## src/aps_params.svh

```systemverilog
// Purpose: constants of the amplifier protection and state control block
// Assumes: attenuation is counted in 0.05dB units
// Notes:   included by its bare name
`ifndef APS_PARAMS_SVH
`define APS_PARAMS_SVH
`define APS_NCH      4
`define APS_NLVL     3
`define APS_AW       10
`define APS_HW       12
// host-side defaults for the step ports, 0.25dB and 0.1dB
`define APS_ATK_DEF  10'h005
`define APS_REL_DEF  10'h002
// latched event memory bits
`define APS_L_OVERTEMP_SHUTDOWN   0
`define APS_L_OC     1
`define APS_L_DC     2
`define APS_L_LIVE   3
`define APS_L_CLK    4
`define APS_L_CP     5
`define APS_L_PWR    6
`define APS_L_OTW    7
`define APS_L_CLIP   8
`define APS_NLAT     9
// configurable pin function codes
`define APS_FW       3
`define APS_F_OFF    3'h0
`define APS_F_FSIG   3'h1
`define APS_F_WSIG   3'h2
`define APS_F_CLKOUT 3'h3
`define APS_F_SYNCIN 3'h4
// clock alignment source
`define APS_S_NONE   2'h0
`define APS_S_PIN    2'h1
`define APS_S_SCLK   2'h2
// host state requests
`define APS_R_LDG    2'h0
`define APS_R_SLEEP  2'h1
`define APS_R_HIZ    2'h2
`define APS_R_PLAY   2'h3
`endif

```

## src/aps_pkg.sv

```systemverilog
// Purpose: types of the amplifier protection and state control block
// Assumes: nothing
// Notes:   channel state codes are reported on o_ch_state
package aps_pkg;
    typedef enum logic [2:0] {
        ST_LDG   = 3'b000,
        ST_SLEEP = 3'b001,
        ST_HIZ   = 3'b010,
        ST_PLAY  = 3'b011,
        ST_FAULT = 3'b100,
        ST_AREC  = 3'b101
    } aps_state_e;
endpackage

```

## src/aps_protect_ctrl.sv

```systemverilog
// Purpose: thermal gain reduction, fault/warning reporting, pins, channel states
// Assumes: all inputs except the async i_rst synchronous to i_ref_clk; i_sample_stb one pulse per sample
// Notes:   no register bus; configuration arrives on plain ports
`include "aps_params.svh"
`timescale 1ns/10ps
module aps_protect_ctrl #(
    parameter int NCH  = `APS_NCH,
    parameter int NLVL = `APS_NLVL,
    parameter int AW   = `APS_AW,
    parameter int HW   = `APS_HW
) (
    input  wire logic              i_ref_clk,       // clock
    input  wire logic              i_rst,           // async reset
    input  wire logic              i_pd_n,          // power-down pin, low active
    input  wire logic              i_standby_n_pin_n,        // standby pin, low active
    input  wire logic              i_sample_stb,    // one pulse per sample
    input  wire logic [NCH*NLVL-1:0] i_fb_hot,      // channel above level
    input  wire logic [NLVL*AW-1:0] i_fb_max,       // ceiling per level
    input  wire logic [AW-1:0]     i_fb_attack,     // attack step
    input  wire logic [AW-1:0]     i_fb_release,    // release step
    input  wire logic [HW-1:0]     i_fb_hold,       // hold samples
    output logic [NCH*AW-1:0]      o_fb_atten,      // attenuation per channel
    input  wire logic              i_otw_glob,      // global temp warning
    input  wire logic [NCH-1:0]    i_otw_ch,        // channel temp warning
    input  wire logic              i_overtemp_shutdown_glob,     // global temp shutdown
    input  wire logic [NCH-1:0]    i_overtemp_shutdown_ch,       // channel temp shutdown
    input  wire logic              i_overtemp_shutdown_self_recovery_state,  // temp shutdown recovers
    input  wire logic [NCH-1:0]    i_ocsd_ch,       // overcurrent shutdown
    input  wire logic [NCH-1:0]    i_oclim_ch,      // overcurrent limiting
    input  wire logic [NCH-1:0]    i_dc_ch,         // DC offset event
    input  wire logic [NCH-1:0]    i_live_flt_ch,   // live load check fault
    input  wire logic [NCH-1:0]    i_clip_ch,       // clip detect
    input  wire logic [NCH-1:0]    i_ldg_pass_ch,   // DC diag passed
    input  wire logic [NCH-1:0]    i_ldg_fail_ch,   // DC diag failed
    input  wire logic              i_vbat_uv,       // battery undervoltage
    input  wire logic              i_power_stage_supply_uv,       // power stage undervoltage
    input  wire logic              i_power_stage_supply_ov,       // power stage overvoltage
    input  wire logic              i_digital_supply_uv,       // digital supply undervoltage
    input  wire logic              i_cp_uv,         // charge pump supply fault
    input  wire logic              i_digital_supply_por_off,  // digital supply below POR
    input  wire logic              i_cp_fault,      // charge pump fault
    input  wire logic              i_clk_err,       // clock error
    input  wire logic [`APS_NLAT-1:0] i_mem_clr,    // clear latched events
    output logic [`APS_NLAT-1:0]   o_mem,           // latched events
    input  wire logic [2:0]        i_fpin_mask,     // mask default pin sources
    input  wire logic [5:0]        i_fpin_add,      // extra pin sources
    input  wire logic              i_fsig_pin_off,  // fault signal off the pin
    input  wire logic [8:0]        i_fsig_en,       // fault signal sources
    input  wire logic [7:0]        i_wsig_en,       // warning signal sources
    output logic                   o_fault_o,       // fault pin level
    output logic                   o_fault_oe,      // fault pin pull low
    output logic                   o_global_fault,  // any fault
    output logic                   o_fault_sig,     // enabled faults
    output logic                   o_global_warn,   // any warning except clock error
    output logic                   o_warn_sig,      // enabled warnings
    output logic                   o_temp_warn,     // temperature warning
    input  wire logic [2*`APS_FW-1:0] i_gpio_func,  // pin function codes
    input  wire logic [1:0]        i_gpio_i,        // pin inputs
    output logic [1:0]             o_gpio_o,        // pin outputs
    output logic [1:0]             o_gpio_oe,       // pin drive enables
    input  wire logic              i_ramp_clk,      // internal ramp clock
    input  wire logic              i_ss_clk,        // spread ramp clock
    input  wire logic              i_ss_en,         // spread spectrum on
    input  wire logic              i_sclk,          // audio bit clock
    input  wire logic [1:0]        i_sync_sel,      // alignment source
    output logic                   o_ramp_sync,     // alignment pulse
    input  wire logic              i_st_wr,         // state request strobe
    input  wire logic [2*NCH-1:0]  i_st_req,        // requested state per channel
    output logic [3*NCH-1:0]       o_ch_state,      // channel states
    output logic [NCH-1:0]         o_ch_switch,     // output stage switching
    output logic [NCH-1:0]         o_ch_dsp,        // processing running
    output logic                   o_shutdown,      // device shutdown
    output logic                   o_deep_sleep,    // deep sleep
    output logic                   o_prot_sd        // protective shutdown
);
    if (NCH < 1 || NLVL < 1 || AW < 2 || HW < 1) begin : g_chk
        $error("aps_protect_ctrl: bad parameters");
    end

    logic       clr;
    logic       pwr_fail;
    logic [`APS_NLAT-1:0] live;
    logic [`APS_NLAT-1:0] mem_q;
    logic [8:0] fsrc;
    logic [7:0] wsrc;
    logic       any_fault_st;
    logic       fsig;
    logic       gwarn;
    logic       wsig;
    logic       pin_drv;
    logic       sync_src;
    logic       sync_q;
    logic       fault_oe_q;
    logic       fsig_q;
    logic       wsig_q;
    logic       gfault_q;
    logic       gwarn_q;
    logic       twarn_q;
    logic       sync_pulse_q;
    logic [1:0] gpio_o_q;
    logic [1:0] gpio_oe_q;
    logic [NCH-1:0] in_fault;

    assign clr = ~i_pd_n | i_digital_supply_por_off;
    assign pwr_fail = i_vbat_uv | i_power_stage_supply_uv | i_power_stage_supply_ov | i_digital_supply_uv | i_cp_uv;

    always_comb begin
        live = '0;
        live[`APS_L_OVERTEMP_SHUTDOWN] = i_overtemp_shutdown_glob | (|i_overtemp_shutdown_ch);
        live[`APS_L_OC]   = |(i_ocsd_ch | i_oclim_ch);
        live[`APS_L_DC]   = |i_dc_ch;
        live[`APS_L_LIVE] = |i_live_flt_ch;
        live[`APS_L_CLK]  = i_clk_err;
        live[`APS_L_CP]   = i_cp_fault;
        live[`APS_L_PWR]  = pwr_fail;
        live[`APS_L_OTW]  = i_otw_glob | (|i_otw_ch);
        live[`APS_L_CLIP] = |i_clip_ch;
    end

    // event memory: a new event wins over i_mem_clr in the same cycle; clr wins over both
    always_ff @(posedge i_ref_clk or posedge i_rst) begin
        if (i_rst) begin
            mem_q <= '0;
        end else if (clr) begin
            mem_q <= '0;
        end else begin
            mem_q <= (mem_q & ~i_mem_clr) | live;
        end
    end
    assign o_mem = mem_q;

    always_comb begin
        fsrc[0] = live[`APS_L_PWR] | mem_q[`APS_L_PWR];
        fsrc[1] = live[`APS_L_OVERTEMP_SHUTDOWN] | mem_q[`APS_L_OVERTEMP_SHUTDOWN];
        fsrc[2] = |i_ldg_fail_ch;
        fsrc[3] = mem_q[`APS_L_OC];
        fsrc[4] = mem_q[`APS_L_DC];
        fsrc[5] = any_fault_st;
        fsrc[6] = mem_q[`APS_L_LIVE];
        fsrc[7] = mem_q[`APS_L_CLK];
        fsrc[8] = mem_q[`APS_L_CP];
        wsrc[0] = fsrc[0];
        wsrc[1] = fsrc[1];
        wsrc[2] = live[`APS_L_OTW] | mem_q[`APS_L_OTW];
        wsrc[3] = fsrc[2];
        wsrc[4] = (|i_oclim_ch) | mem_q[`APS_L_OC];
        wsrc[5] = live[`APS_L_CLIP] | mem_q[`APS_L_CLIP];
        wsrc[6] = mem_q[`APS_L_LIVE];
        wsrc[7] = mem_q[`APS_L_CLK];
    end

    assign any_fault_st = |in_fault;
    assign fsig  = |(fsrc & i_fsig_en);
    assign gwarn = |wsrc[6:0];
    assign wsig  = |(wsrc & i_wsig_en);

    // masks touch only the pin term, never fsrc, wsrc or the channel states
    always_comb begin
        pin_drv = 1'b0;
        pin_drv |= fsrc[1] & ~i_fpin_mask[0];
        pin_drv |= mem_q[`APS_L_OC] & ~i_fpin_mask[1];
        pin_drv |= mem_q[`APS_L_DC] & ~i_fpin_mask[2];
        pin_drv |= fsrc[0] & i_fpin_add[0];
        pin_drv |= fsrc[2] & i_fpin_add[1];
        pin_drv |= (live[`APS_L_LIVE] | mem_q[`APS_L_LIVE]) & i_fpin_add[2];
        pin_drv |= mem_q[`APS_L_CLK] & i_fpin_add[3];
        pin_drv |= (live[`APS_L_CP] | mem_q[`APS_L_CP]) & i_fpin_add[4];
        pin_drv |= gwarn & i_fpin_add[5];
        pin_drv |= fsig & ~i_fsig_pin_off;
    end

    always_ff @(posedge i_ref_clk or posedge i_rst) begin
        if (i_rst) begin
            fault_oe_q <= 1'b0;
            fsig_q     <= 1'b0;
            wsig_q     <= 1'b0;
            gfault_q   <= 1'b0;
            gwarn_q    <= 1'b0;
            twarn_q    <= 1'b0;
        end else begin
            fault_oe_q <= pin_drv & ~clr;
            fsig_q     <= fsig;
            wsig_q     <= wsig;
            gfault_q   <= |fsrc;
            gwarn_q    <= gwarn;
            twarn_q    <= live[`APS_L_OTW];
        end
    end
    assign o_fault_o      = 1'b0;
    assign o_fault_oe     = fault_oe_q;
    assign o_fault_sig    = fsig_q;
    assign o_global_fault = gfault_q;
    assign o_warn_sig     = wsig_q;
    assign o_global_warn  = gwarn_q;
    assign o_temp_warn    = twarn_q;

    // configurable pins: function code OFF leaves the pin undriven
    always_ff @(posedge i_ref_clk or posedge i_rst) begin
        if (i_rst) begin
            gpio_o_q  <= '0;
            gpio_oe_q <= '0;
        end else begin
            for (int p = 0; p < 2; p++) begin
                gpio_oe_q[p] <= 1'b0;
                gpio_o_q[p]  <= 1'b0;
                if (!clr) begin
                    unique case (i_gpio_func[p*`APS_FW +: `APS_FW])
                        `APS_F_FSIG: begin
                            gpio_oe_q[p] <= 1'b1;
                            gpio_o_q[p]  <= ~fsig;
                        end
                        `APS_F_WSIG: begin
                            gpio_oe_q[p] <= 1'b1;
                            gpio_o_q[p]  <= ~wsig;
                        end
                        `APS_F_CLKOUT: begin
                            gpio_oe_q[p] <= 1'b1;
                            gpio_o_q[p]  <= i_ss_en ? i_ss_clk : i_ramp_clk;
                        end
                        default: begin
                        end
                    endcase
                end
            end
        end
    end
    assign o_gpio_o  = gpio_o_q;
    assign o_gpio_oe = gpio_oe_q;

    always_comb begin
        sync_src = 1'b0;
        if (i_sync_sel == `APS_S_SCLK) begin
            sync_src = i_sclk;
        end else if (i_sync_sel == `APS_S_PIN) begin
            if (i_gpio_func[`APS_FW-1:0] == `APS_F_SYNCIN) begin
                sync_src = i_gpio_i[0];
            end else if (i_gpio_func[2*`APS_FW-1:`APS_FW] == `APS_F_SYNCIN) begin
                sync_src = i_gpio_i[1];
            end
        end
    end

    always_ff @(posedge i_ref_clk or posedge i_rst) begin
        if (i_rst) begin
            sync_q       <= 1'b0;
            sync_pulse_q <= 1'b0;
        end else begin
            sync_q       <= sync_src;
            sync_pulse_q <= sync_src & ~sync_q & ~clr;
        end
    end
    assign o_ramp_sync = sync_pulse_q;

    assign o_shutdown   = ~i_pd_n;
    assign o_deep_sleep = i_pd_n & ~i_standby_n_pin_n;
    assign o_prot_sd    = pwr_fail | i_digital_supply_por_off;

    for (genvar c = 0; c < NCH; c++) begin : g_ch
        aps_pkg::aps_state_e st_q;
        logic [1:0]    req;
        logic          flt;
        logic          arec;
        logic          hot;
        logic [AW-1:0] ceil;
        logic [AW:0]   up;
        logic [AW-1:0] atten_q;
        logic [HW-1:0] hold_q;

        assign req  = i_st_req[2*c +: 2];
        assign flt  = i_ocsd_ch[c] | i_dc_ch[c] | i_live_flt_ch[c] | i_cp_fault
                    | ((i_overtemp_shutdown_ch[c] | i_overtemp_shutdown_glob) & ~i_overtemp_shutdown_self_recovery_state);
        assign arec = pwr_fail | i_clk_err
                    | ((i_overtemp_shutdown_ch[c] | i_overtemp_shutdown_glob) & i_overtemp_shutdown_self_recovery_state);

        // states FAULT and AREC come only from flt/arec or a failed DC diag, never from req
        always_ff @(posedge i_ref_clk or posedge i_rst) begin
            if (i_rst) begin
                st_q <= aps_pkg::ST_SLEEP;
            end else if (clr) begin
                st_q <= aps_pkg::ST_SLEEP;
            end else begin
                unique case (st_q)
                    aps_pkg::ST_LDG: begin
                        if (i_ldg_fail_ch[c]) begin
                            st_q <= aps_pkg::ST_FAULT;
                        end else if (i_ldg_pass_ch[c]) begin
                            st_q <= aps_pkg::ST_SLEEP;
                        end
                    end
                    aps_pkg::ST_SLEEP: begin
                        if (i_st_wr && req[1] && !i_clk_err) begin
                            st_q <= aps_pkg::ST_HIZ;
                        end else if (i_st_wr && req == `APS_R_LDG) begin
                            st_q <= aps_pkg::ST_LDG;
                        end
                    end
                    aps_pkg::ST_HIZ, aps_pkg::ST_PLAY: begin
                        if (flt) begin
                            st_q <= aps_pkg::ST_FAULT;
                        end else if (arec) begin
                            st_q <= aps_pkg::ST_AREC;
                        end else if (i_st_wr) begin
                            unique case (req)
                                `APS_R_PLAY:  st_q <= aps_pkg::ST_PLAY;
                                `APS_R_HIZ:   st_q <= aps_pkg::ST_HIZ;
                                `APS_R_SLEEP: st_q <= aps_pkg::ST_SLEEP;
                                `APS_R_LDG:   st_q <= aps_pkg::ST_LDG;
                            endcase
                        end
                    end
                    aps_pkg::ST_FAULT: begin
                        if (i_st_wr && !req[1]) begin
                            st_q <= req[0] ? aps_pkg::ST_SLEEP : aps_pkg::ST_LDG;
                        end
                    end
                    aps_pkg::ST_AREC: begin
                        if (flt) begin
                            st_q <= aps_pkg::ST_FAULT;
                        end else if (!arec) begin
                            st_q <= aps_pkg::ST_PLAY;
                        end
                    end
                    default: st_q <= aps_pkg::ST_SLEEP;
                endcase
            end
        end

        assign in_fault[c] = (st_q == aps_pkg::ST_FAULT);
        assign o_ch_state[3*c +: 3] = st_q;
        assign o_ch_switch[c] = (st_q == aps_pkg::ST_PLAY) & i_standby_n_pin_n & i_pd_n;
        assign o_ch_dsp[c] = ((st_q == aps_pkg::ST_PLAY) | (st_q == aps_pkg::ST_HIZ))
                           & i_standby_n_pin_n & i_pd_n;

        // highest hot level picks the ceiling; ceilings replace, never add
        always_comb begin
            hot  = 1'b0;
            ceil = '0;
            for (int l = 0; l < NLVL; l++) begin
                if (i_fb_hot[c*NLVL + l]) begin
                    hot  = 1'b1;
                    ceil = i_fb_max[l*AW +: AW];
                end
            end
        end
        assign up = {1'b0, atten_q} + {1'b0, i_fb_attack};

        always_ff @(posedge i_ref_clk or posedge i_rst) begin
            if (i_rst) begin
                atten_q <= '0;
                hold_q  <= '0;
            end else if (clr) begin
                atten_q <= '0;
                hold_q  <= '0;
            end else if (i_sample_stb) begin
                if (hot) begin
                    hold_q <= i_fb_hold;
                    if (atten_q > ceil || up > {1'b0, ceil}) begin
                        atten_q <= ceil;
                    end else begin
                        atten_q <= up[AW-1:0];
                    end
                end else if (hold_q != '0) begin
                    hold_q <= hold_q - 1'b1;
                end else if (atten_q > i_fb_release) begin
                    atten_q <= atten_q - i_fb_release;
                end else begin
                    atten_q <= '0;
                end
            end
        end
        assign o_fb_atten[c*AW +: AW] = atten_q;
    end
endmodule

```

## config.mk

```make
export PLATFORM = sky130hd
export DESIGN_NAME = aps_protect_ctrl
export DESIGN_NICKNAME = d
export VERILOG_FILES = /design/src/aps_pkg.sv /design/src/aps_protect_ctrl.sv
export VERILOG_INCLUDE_DIRS = /design/src
export SDC_FILE = /design/constraint.sdc
export NUM_CORES = 1
export LEC_CHECK = 0
export BUFFER_PORTS_ARGS = -buffer_cell sky130_fd_sc_hd__buf_2
export CAP_MARGIN = 10
export CORE_ASPECT_RATIO = 1.4
export CORE_MARGIN = 3
export CORE_UTILIZATION = 54
export CTS_BUF_LIST = sky130_fd_sc_hd__clkbuf_4
export CTS_CLUSTER_DIAMETER = 60
export CTS_CLUSTER_SIZE = 14
export DETAILED_ROUTE_END_ITERATION = 8
export PLACE_DENSITY = 0.83
export SETUP_SLACK_MARGIN = 0.4
export SLEW_MARGIN = 40
export SYNTH_ARGS = -nofsm -noshare
export SYNTH_HDL_FRONTEND = slang
export SYNTH_SLANG_ARGS = --single-unit
```

## constraint.sdc

```tcl
create_clock -name i_ref_clk -period 6 [get_ports i_ref_clk]
set_input_delay 0.9 -clock i_ref_clk [delete_from_list [all_inputs] [get_ports i_ref_clk]]
set_output_delay 0.9 -clock i_ref_clk [all_outputs]
set_load 0.02 [all_outputs]
```

# Yosys cells after proc, flatten, opt, wreduce, memory -nomap -nowiden
# Cells that the tools add are included.
# totals
elab_cells	428
ff_bits	121
out_inout_bits	84
rom_bits	0
ramBits	0
latch_bits	0
in_bits	185
n_memories	0
# op_classes
eq_ne	66
multipliers	0
shift	0
n_bitwise	108
addsub	12
n_lt_le_gt_ge	12
reduce_logical	73
n_mux	134
div	0
# op_table
operator	count
two-way mux 10 bit	36
two-way mux 12 bit	16
two-way mux 3 bit	44
greater-than comparator 10 bit	8
case mux 3 bit (5 select lines)	4
OR 1 bit	53
!= test 4 bit, second input constant	12
case mux 3 bit (4 select lines)	4
nonzero test 12 bit	4
subtractor 12 x 1 -> 12 bit, second input constant	4
adder 10 x 10 -> 11 bit	4
greater-than comparator 11 x 10 -> 1 bit	4
subtractor 10 bit	4
bitwise AND 1 bit	38
equality test 3 x 2 -> 1 bit, second input constant	12
OR reduction 4 bit	9
equality test 3 bit, second input constant	10
two-way mux 1 bit	27
!= test 5 bit, second input constant	4
AND reduction 5 bit	4
bitwise AND 9 bit	2
equality test 2 bit, second input constant	9
equality test 3 x 1 -> 1 bit, second input constant	6
logical AND 1 bit	16
other kinds (23)	71

# Longest topological paths before layout
# Gate-level depths: netlist of run 1.
# depth
ltp_word	14
mapped_depth	19
depth_no_buf	17

# Worst setup path after synthesis of run 1
# No wires, ideal clock.
# synth_timing
path_type	input port to flip-flop
start	in i_fb_attack[0]
end	reg g_ch[0].atten_q[1]
stages	18
setup_ns	0.092
setup_slack_ns	1.843
arrival_ns	4.065
t_required_ns	5.908
n_path_buf	1
path_cell_list	ha_1 inv_1 fa_1 nor2b_1 o31a_1 o31a_1 o21a_1 nor2_1 xnor2_1 ha_1 a21oi_1 o21ai_0 o21a_1 o32ai_2 and4_1 buf_4 mux2_1 o221ai_1
# synth_between
elab_chain_len	7
# synth_rtl
item	line	text
from (decl)	aps_protect_ctrl.sv:19	input wire logic [AW-1:0] i_fb_attack,
adder 10 x 10 -> 11 bit (*)	aps_protect_ctrl.sv:345	assign up = {1'b0, atten_q} + {1'b0, i_fb_attack};
greater-than comparator 11 x 10 -> 1 bit	aps_protect_ctrl.sv:357	if (atten_q > ceil || up > {1'b0, ceil}) begin
logical OR 1 bit	aps_protect_ctrl.sv:357	
two-way mux 10 bit (*)	aps_protect_ctrl.sv:357	
two-way mux 10 bit (*)	aps_protect_ctrl.sv:355	if (hot) begin
two-way mux 10 bit (*)	aps_protect_ctrl.sv:354	end else if (i_sample_stb) begin
two-way mux 10 bit (*)	aps_protect_ctrl.sv:351	end else if (clr) begin
to (signal assigned)	aps_protect_ctrl.sv:358	atten_q <= ceil;
to (signal assigned)	aps_protect_ctrl.sv:360	atten_q <= up[AW-1:0];
to (signal assigned)	aps_protect_ctrl.sv:365	atten_q <= atten_q - i_fb_release;
to (decl)	aps_protect_ctrl.sv:266	logic [AW-1:0] atten_q;
# Mark *: on every way between the ends. The rest lies on a longest branch, timed or not. The select of a mux whose other input is x is not followed.
# A chain may end at the register's enable or synchronous reset.

# Worst setup path in the final report of run 1
# layout_timing
start	in i_fb_attack[1]
end	reg g_ch[0].atten_q[1]
# Same word-level chain as after synthesis.

==> results of run 1 <==
==> layer usage <==
layer  GRT usage (%)  vias to the layer above  share of wire, %
met5               0                        -                 0
li1                -                     7127                 -
met2            58.3                      763                47
met1            43.0                     7124                38
met3            6.19                      196               8.5
met4            21.1                        0               6.6
==> where the power goes <==
part / leakage, nW / internal (mW) / switching, mW
registers: 1.61 / 0.865 / 0.0868
clock network: 0.179 / 0.385 / 0.346
logic: 5.64 / 0.591 / 0.891
total: 7.43 / 1.84 / 1.32
==> synthesized netlist by cell type (13+ instances only) <==
cell type | number | area [um^2]
nor2_1 | 242 | 908
a21oi_1 | 200 | 1000
ha_1 | 164 | 2050
nand2_1 | 164 | 616
dfrtp_1 | 117 | 2930
inv_1 | 90 | 338
o21ai_1 | 88 | 440
o21ai_0 | 84 | 420
clkbuf_1 | 61 | 229
nor3_1 | 50 | 250
xnor2_1 | 41 | 359
nand3_1 | 36 | 180
mux2i_1 | 28 | 280
nor2b_1 | 28 | 175
a21o_1 | 27 | 203
nor4_1 | 27 | 169
a22oi_1 | 26 | 195
nand2b_1 | 23 | 144
o221ai_1 | 21 | 184
nand4_1 | 20 | 125
o21a_1 | 20 | 150
a211oi_1 | 19 | 143
o211ai_1 | 16 | 120
xor2_1 | 15 | 131
or3_1 | 13 | 81.3
==> cell families (layout without fill, tap and decap cells) <==
logic type / count (synthesis) / count (layout) / share of synthesized area [%]
multiplexers: 32 / 32 / 2.39
AO/OA/AOI/OAI: 598 / 598 / 27.1
flip-flops: 121 / 121 / 22.3
AND/OR/NAND/NOR: 669 / 669 / 23.6
XOR/XNOR: 56 / 56 / 3.60
other: 1 / 2 / 0.0275
adder cells (fa/ha/maj): 172 / 172 / 16.2
buffers and inverters: 169 / 401 / 4.79
==> state kept, by name (all words and copies together), names as in the netlist <==
signal and flops:
o_gpio_oe 2, o_global_warn 1, o_fault_sig 1, o_warn_sig 1, o_mem 9, sync_q 1, o_gpio_o 2, g_ch.atten_q 40
g_ch.hold_q 48, o_fault_oe 1, o_temp_warn 1, o_ramp_sync 1, o_global_fault 1, g_ch.st_q 12
==> worst reg2reg max path, delay by kind of cell (launching register included) <==
family                     cells  cell delay (ps)
AOI/OAI and AO/OA              8             1480
xor gates and xnor gates       1              220
adders and majority gates      2              770
buffers and inverters          1              120
DFF                            1              600
muxes                          1              370
and+or+nand+nor                3              800
==> final cells by class <==
cell class	instances	area share [%]
repair buffers	277	9.11
inverters	92	2.26
clock buffers	20	0.969
flip-flops and latches	121	19.6
clock inverters	12	1.26
well taps	315	2.54
diodes	1	0.0161
multi-input cells	1528	64.3
==> how the worst max path moves through the flow <==
stage / endpoint / slack, ps / cells past startpoint / start
floorplan: g_ch[0].atten_q[1] / 1840 / 18 / i_fb_attack[0]
global placement: g_ch[0].atten_q[1] / 1240 / 17 / i_fb_attack[1]
detailed placement: g_ch[0].atten_q[1] / 1090 / 17 / i_fb_attack[1]
CTS: g_ch[0].atten_q[1] / 1660 / 17 / i_fb_attack[1]
global route: g_ch[0].atten_q[1] / 1290 / 17 / g_ch[0].atten_q[0]
finish: g_ch[0].atten_q[1] / 1570 / 17 / i_fb_attack[1]
==> per-stage QoR <==
step                      instance area (um^2)  utilization, %  hold WS (ps)
after detailed placement                 15100            61.2           392
after floorplan                          13600               -           383
after global routing                     15500            62.6           429
after global placement                   15100            61.1           396
after CTS                                15500            62.5           420
final                                    15500            62.6           418
==> run_results.csv, run 1 <==
group,metric,value,unit
run_status,outcome,"complete, no violations",
finish,layoutNonFillerInstCount,2366,
clocking,clockBufferDepth,2,
logic_synthesis,syn_area,13600,um^2
clocking,cts_setup_buffers,0,
sta,slew_headroom,43.1,%
sta,slew_violations,0,
clocking,clock_latency,580,ps
logic_synthesis,synth_flop_cell,"dfrtp_1",
clocking,cts_hold_buf,0,
floorplan,die_h,194,um
setup_path,critical_path_arrival,4930,ps
min_path,hp-start,"sync_q",
setup_path,timing.rr.end,"g_ch[0].atten_q[1]",
setup_path,end_kind,"register",
routing,via_per_inst,6.43,
setup_path,crit_slowest_cell,"and4_1",
global_routing,grt_use_total,35.4,%
finish,register_area,3030,um^2
sta,worstMarginPinSlew,853,ps
setup_path,r2r_start,"g_ch[0].atten_q[1]",
floorplan,rows,68,
setup_path,crit_buf_inv,2,
global_routing,grt_pass1_wl,77100,um
sta,rsz0062_at_grt,"no",
floorplan,coreArea,24800,um^2
clocking,cts_buffers,17,
routing,drtPass1Iterations,6,
logic_synthesis,yosys_warnings,0,
job,drv_cap,0,
sta,max_clock_freq,226,MHz
min_path,hold_end,"o_ramp_sync",
power,power_density,204,nW/um^2
power,power,3.17,mW
power,p_leak,7.43,nW
placed_design,io_buffers,267,
sta,fin_crit,4430,ps
clocking,ctsHtreeMaxLevel,4,
finish,n_fill_cell,2280,
finish,multi_input_area,9960,um^2
floorplan,initial_utilization,55.0,%
min_path,hold_class,"reg -> reg",
routing,drtAntennaViolNets,0,
clocking,clock-root-buffer,"clkbuf_4",
setup_path,critical_path_class,"in -> reg",
logic_synthesis,ys_ff_latch,121,
setup_path,ff2ff_setup_slack,1580,ps
placed_design,pre_cts_slack,1090,ps
setup_path,slowest_delay,550,ps
setup_path,critPathMaxFanout,10,
global_routing,grt_overflow,0,
sta,finClkSkew,22.7,ps
finish,nets,2394,
logic_synthesis,avgSynthCellArea,7.49,um^2
clocking,cts_tree,"yes",
sta,setup_viol,0,
min_path,whs_path_depth,1,
finish,drive_above_1_share,16.8,%
global_routing,grt_pass1_vias,14600,
sta,hold_viol,0,
logic_synthesis,ys_types,86,
clocking,clk_pin_slew,120,ps
finish,layout_commonest_cell,"buf_2",
routing,drtIter0Drc,1505,
routing,wl_per_cell,20.9,um
finish,layout_common_cells,"267 x buf_2, 242 x nor2_1, 199 x a21oi_1",
logic_synthesis,synth_edf_count,0,
setup_path,cp-start-kind,"primary input",
routing,routed_wl,49500,um
floorplan,die_area,27200,um^2
placed_design,dp.cells,2333,
setup_path,crit_required,6500,ps
clocking,cts_resized,0,
routing,drc,0,
logic_synthesis,synth_nets,2175,
sta,finalSetupTns,0,ps
power,vdd_drop_max,0.000127,V
logic_synthesis,synth-seq-area-share,22.3,%
clocking,cts_sinks,121,
sta,worst_slack,1570,ps
setup_path,path_delay_family,"compound AO/OA/AOI/OAI gates",
routing,vias,15200,
floorplan,die_width,140,um
logic_synthesis,synthCells,1818,
setup_path,ff2ff_path_depth,16,
logic_synthesis,async_reset_ff_share,100,%
setup_path,cp_cell_sequence,"buf_2 -> inv_1 -> fa_1 -> nor2b_1 -> o31a_1 -> o31a_1 -> o21a_1 -> nor2_1 -> xnor2_1 -> ha_1 -> a21oi_1 -> o21ai_0 -> o21a_1 -> o32ai_2 -> and4_1 -> mux2_1 -> o221ai_1",
placed_design,dp_hpwl,38700,um
finish,syn2layout_area_growth,13.8,%
floorplan,pin_count,269,
sta,timing.final.crit_share,73.8,%
global_routing,grt_start_max_net_pins,77,
placed_design,place.gp.congestion,1.10,
global_routing,antenna_found_initial,2,
Note: power is estimated with default switching activity, not from simulation.
==> run 2: changes to the inputs <==
==> constraint.sdc (replaced) <==
create_clock -name i_ref_clk -period 4.4 [get_ports i_ref_clk]
set_input_delay 0.66 -clock i_ref_clk [delete_from_list [all_inputs] [get_ports i_ref_clk]]
set_output_delay 0.66 -clock i_ref_clk [all_outputs]
set_load 0.02 [all_outputs]
==> run 2 against run 1 <==
Effect of this change: die area unchanged; sequential power up 36%; via count up 2.0%; critical path type is now reg -> reg; largest cell class unchanged; largest power group unchanged.
==> run_results.csv, run 2 (synthesized netlist as in run 1, its figures left out) <==
group,metric,value,unit
run_status,outcome,"complete, no violations",
floorplan,die_h,194,um
global_routing,grt_use_total,35.5,%
sta,finClkSkew,28.9,ps
routing,wl_per_cell,21.4,um
finish,regMostFlops,"g_ch.hold_q",
finish,reg_top3,"g_ch.hold_q x48, g_ch.atten_q x40, g_ch.st_q x12",
floorplan,pin_count,269,
min_path,hold_class,"in -> async",
clocking,cts_tree,"yes",
sta,worstMarginPinSlew,834,ps
clocking,cts_sinks,121,
global_routing,grt_pass1_wl,77200,um
placed_design,io_buffers,267,
setup_path,crit_top_cell,"buf_4",
placed_design,place_area,15300,um^2
setup_path,slowest_delay,570,ps
sta,fin_crit,4150,ps
sta,timing.final.crit_share,94.3,%
floorplan,die_width,140,um
sta,max_clock_freq,241,MHz
power,vdd_drop_max,0.000267,V
sta,finalSetupTns,0,ps
routing,via_per_inst,6.45,
job,drv_cap,0,
clocking,cts_hold_buf,0,
routing,drtAntennaViolNets,0,
routing,drc,0,
floorplan,initial_utilization,55.0,%
clocking,clock-root-buffer,"clkbuf_4",
clocking,clock_latency,590,ps
setup_path,end_kind,"register",
placed_design,dp_hpwl,39600,um
finish,layout_commonest_cell,"buf_2",
setup_path,critical_path_arrival,4610,ps
setup_path,cp-start-kind,"register",
routing,drtPass1Iterations,5,
setup_path,crit_buf_inv,4,
floorplan,die_area,27200,um^2
finish,final_area,16000,um^2
sta,hold_viol,0,
clocking,ctsHtreeMaxLevel,4,
setup_path,critical_path_class,"reg -> reg",
setup_path,cp_cell_sequence,"ha_4 -> a21oi_4 -> o211ai_1 -> or4_1 -> a31o_1 -> a21oi_2 -> xnor2_2 -> ha_1 -> buf_4 -> nand3_2 -> o41ai_2 -> nor2_1 -> a211oi_2 -> clkbuf_16 -> buf_12 -> buf_4 -> mux2i_1 -> o21ai_1",
sta,slew_violations,0,
routing,vias,15500,
floorplan,coreArea,24800,um^2
clocking,clk_pin_slew,130,ps
routing,routed_wl,51400,um
sta,setup_viol,0,
sta,slew_headroom,44.4,%
clocking,cts_buffers,17,
global_routing,grt_pass1_vias,14600,
setup_path,crit_required,4860,ps
finish,n_fill_cell,2238,
power,power_density,283,nW/um^2
clocking,clockBufferDepth,2,
routing,drtIter0Drc,1323,
setup_path,critPathMaxFanout,5,
global_routing,antenna_found_initial,1,
floorplan,rows,68,
finish,nets,2434,
global_routing,grt_start_max_net_pins,63,
finish,syn2layout_area_growth,17.2,%
finish,largest_register_ffs,48,
setup_path,path_delay_family,"compound AO/OA/AOI/OAI gates",
placed_design,place.gp.congestion,0.997,
finish,drive_above_1_share,19.5,%
global_routing,grt_overflow,0,
power,p_leak,7.66,nW
setup_path,crit_slowest_cell,"or4_1",
sta,rsz0062_at_grt,"yes",
finish,layout_common_cells,"267 x buf_2, 241 x nor2_1, 195 x a21oi_1",
[run 2: path summary, 6_finish.rpt]
kind                            cells past startpoint            endpoint  slack, ps               start
max in group asynchronous                           3  g_ch[3].atten_q[5]       3450               i_rst
worst max register to register                     18  g_ch[2].atten_q[9]        250  g_ch[2].atten_q[1]
worst min-delay path                                2  g_ch[0].atten_q[7]        160               i_rst
worst max-delay path                               18  g_ch[2].atten_q[9]        250  g_ch[2].atten_q[1]
min in group i_ref_clk                              2        o_gpio_oe[1]        250      i_gpio_func[5]
worst min register to register                      1         o_ramp_sync        430              sync_q
[run 2: final cells by class]
cell class | count | area (um^2) | area share, %
inverters | 92 | 350 | 2.19
diodes | 1 | 2.50 | 0.0157
flip-flops and latches | 121 | 3040 | 19.0
clock inverters | 14 | 198 | 1.24
clock buffers | 17 | 128 | 0.799
well taps | 315 | 394 | 2.47
multi-input cells | 1528 | 10100 | 63.2
repair buffers | 317 | 1760 | 11.0
[run 2: what timing repair did]
action / CTS / global route
pin swaps: 0 / 17
buffers inserted: 0 / 18
hold endpoints to repair: 0 / 0
cloned: 0 / 0
gates resized for setup: 2 / 30
setup endpoints to repair: 1 / 31
[run 2: power by group]
part	total (mW)	switching [mW]	leakage, nW	internal, mW
logic	2.28	1.31	5.89	0.962
clock network	0.949	0.497	0.168	0.451
registers	1.29	0.110	1.60	1.18
total	4.51	1.92	7.66	2.59
[run 2: stage by stage]
step / util [%] / total power [mW] / instances / worst slack [ps] / hold WS [ps]
2_1_floorplan: - / 2.70 / 1818 / 483 / 383
3_3_place_gp: 61.9 / 3.33 / 2355 / 140 / 392
3_5_place_dp: 61.9 / 3.38 / 2355 / 41.9 / 389
4_1_cts: 63.2 / 4.33 / 2386 / 427 / 223
5_1_grt: 64.5 / 4.77 / 2405 / 70.4 / 184
6_report: 64.5 / 4.51 / 2405 / 251 / 161
[run 2: layer usage]
metal  vias to the layer above  track usage, %  part of all wire, %
met5                         -               0                    0
met4                         0            21.9                  7.3
met3                       219            6.12                  8.6
met2                       829            57.2                   46
met1                      7273            43.9                   38
li1                       7193               -                    -
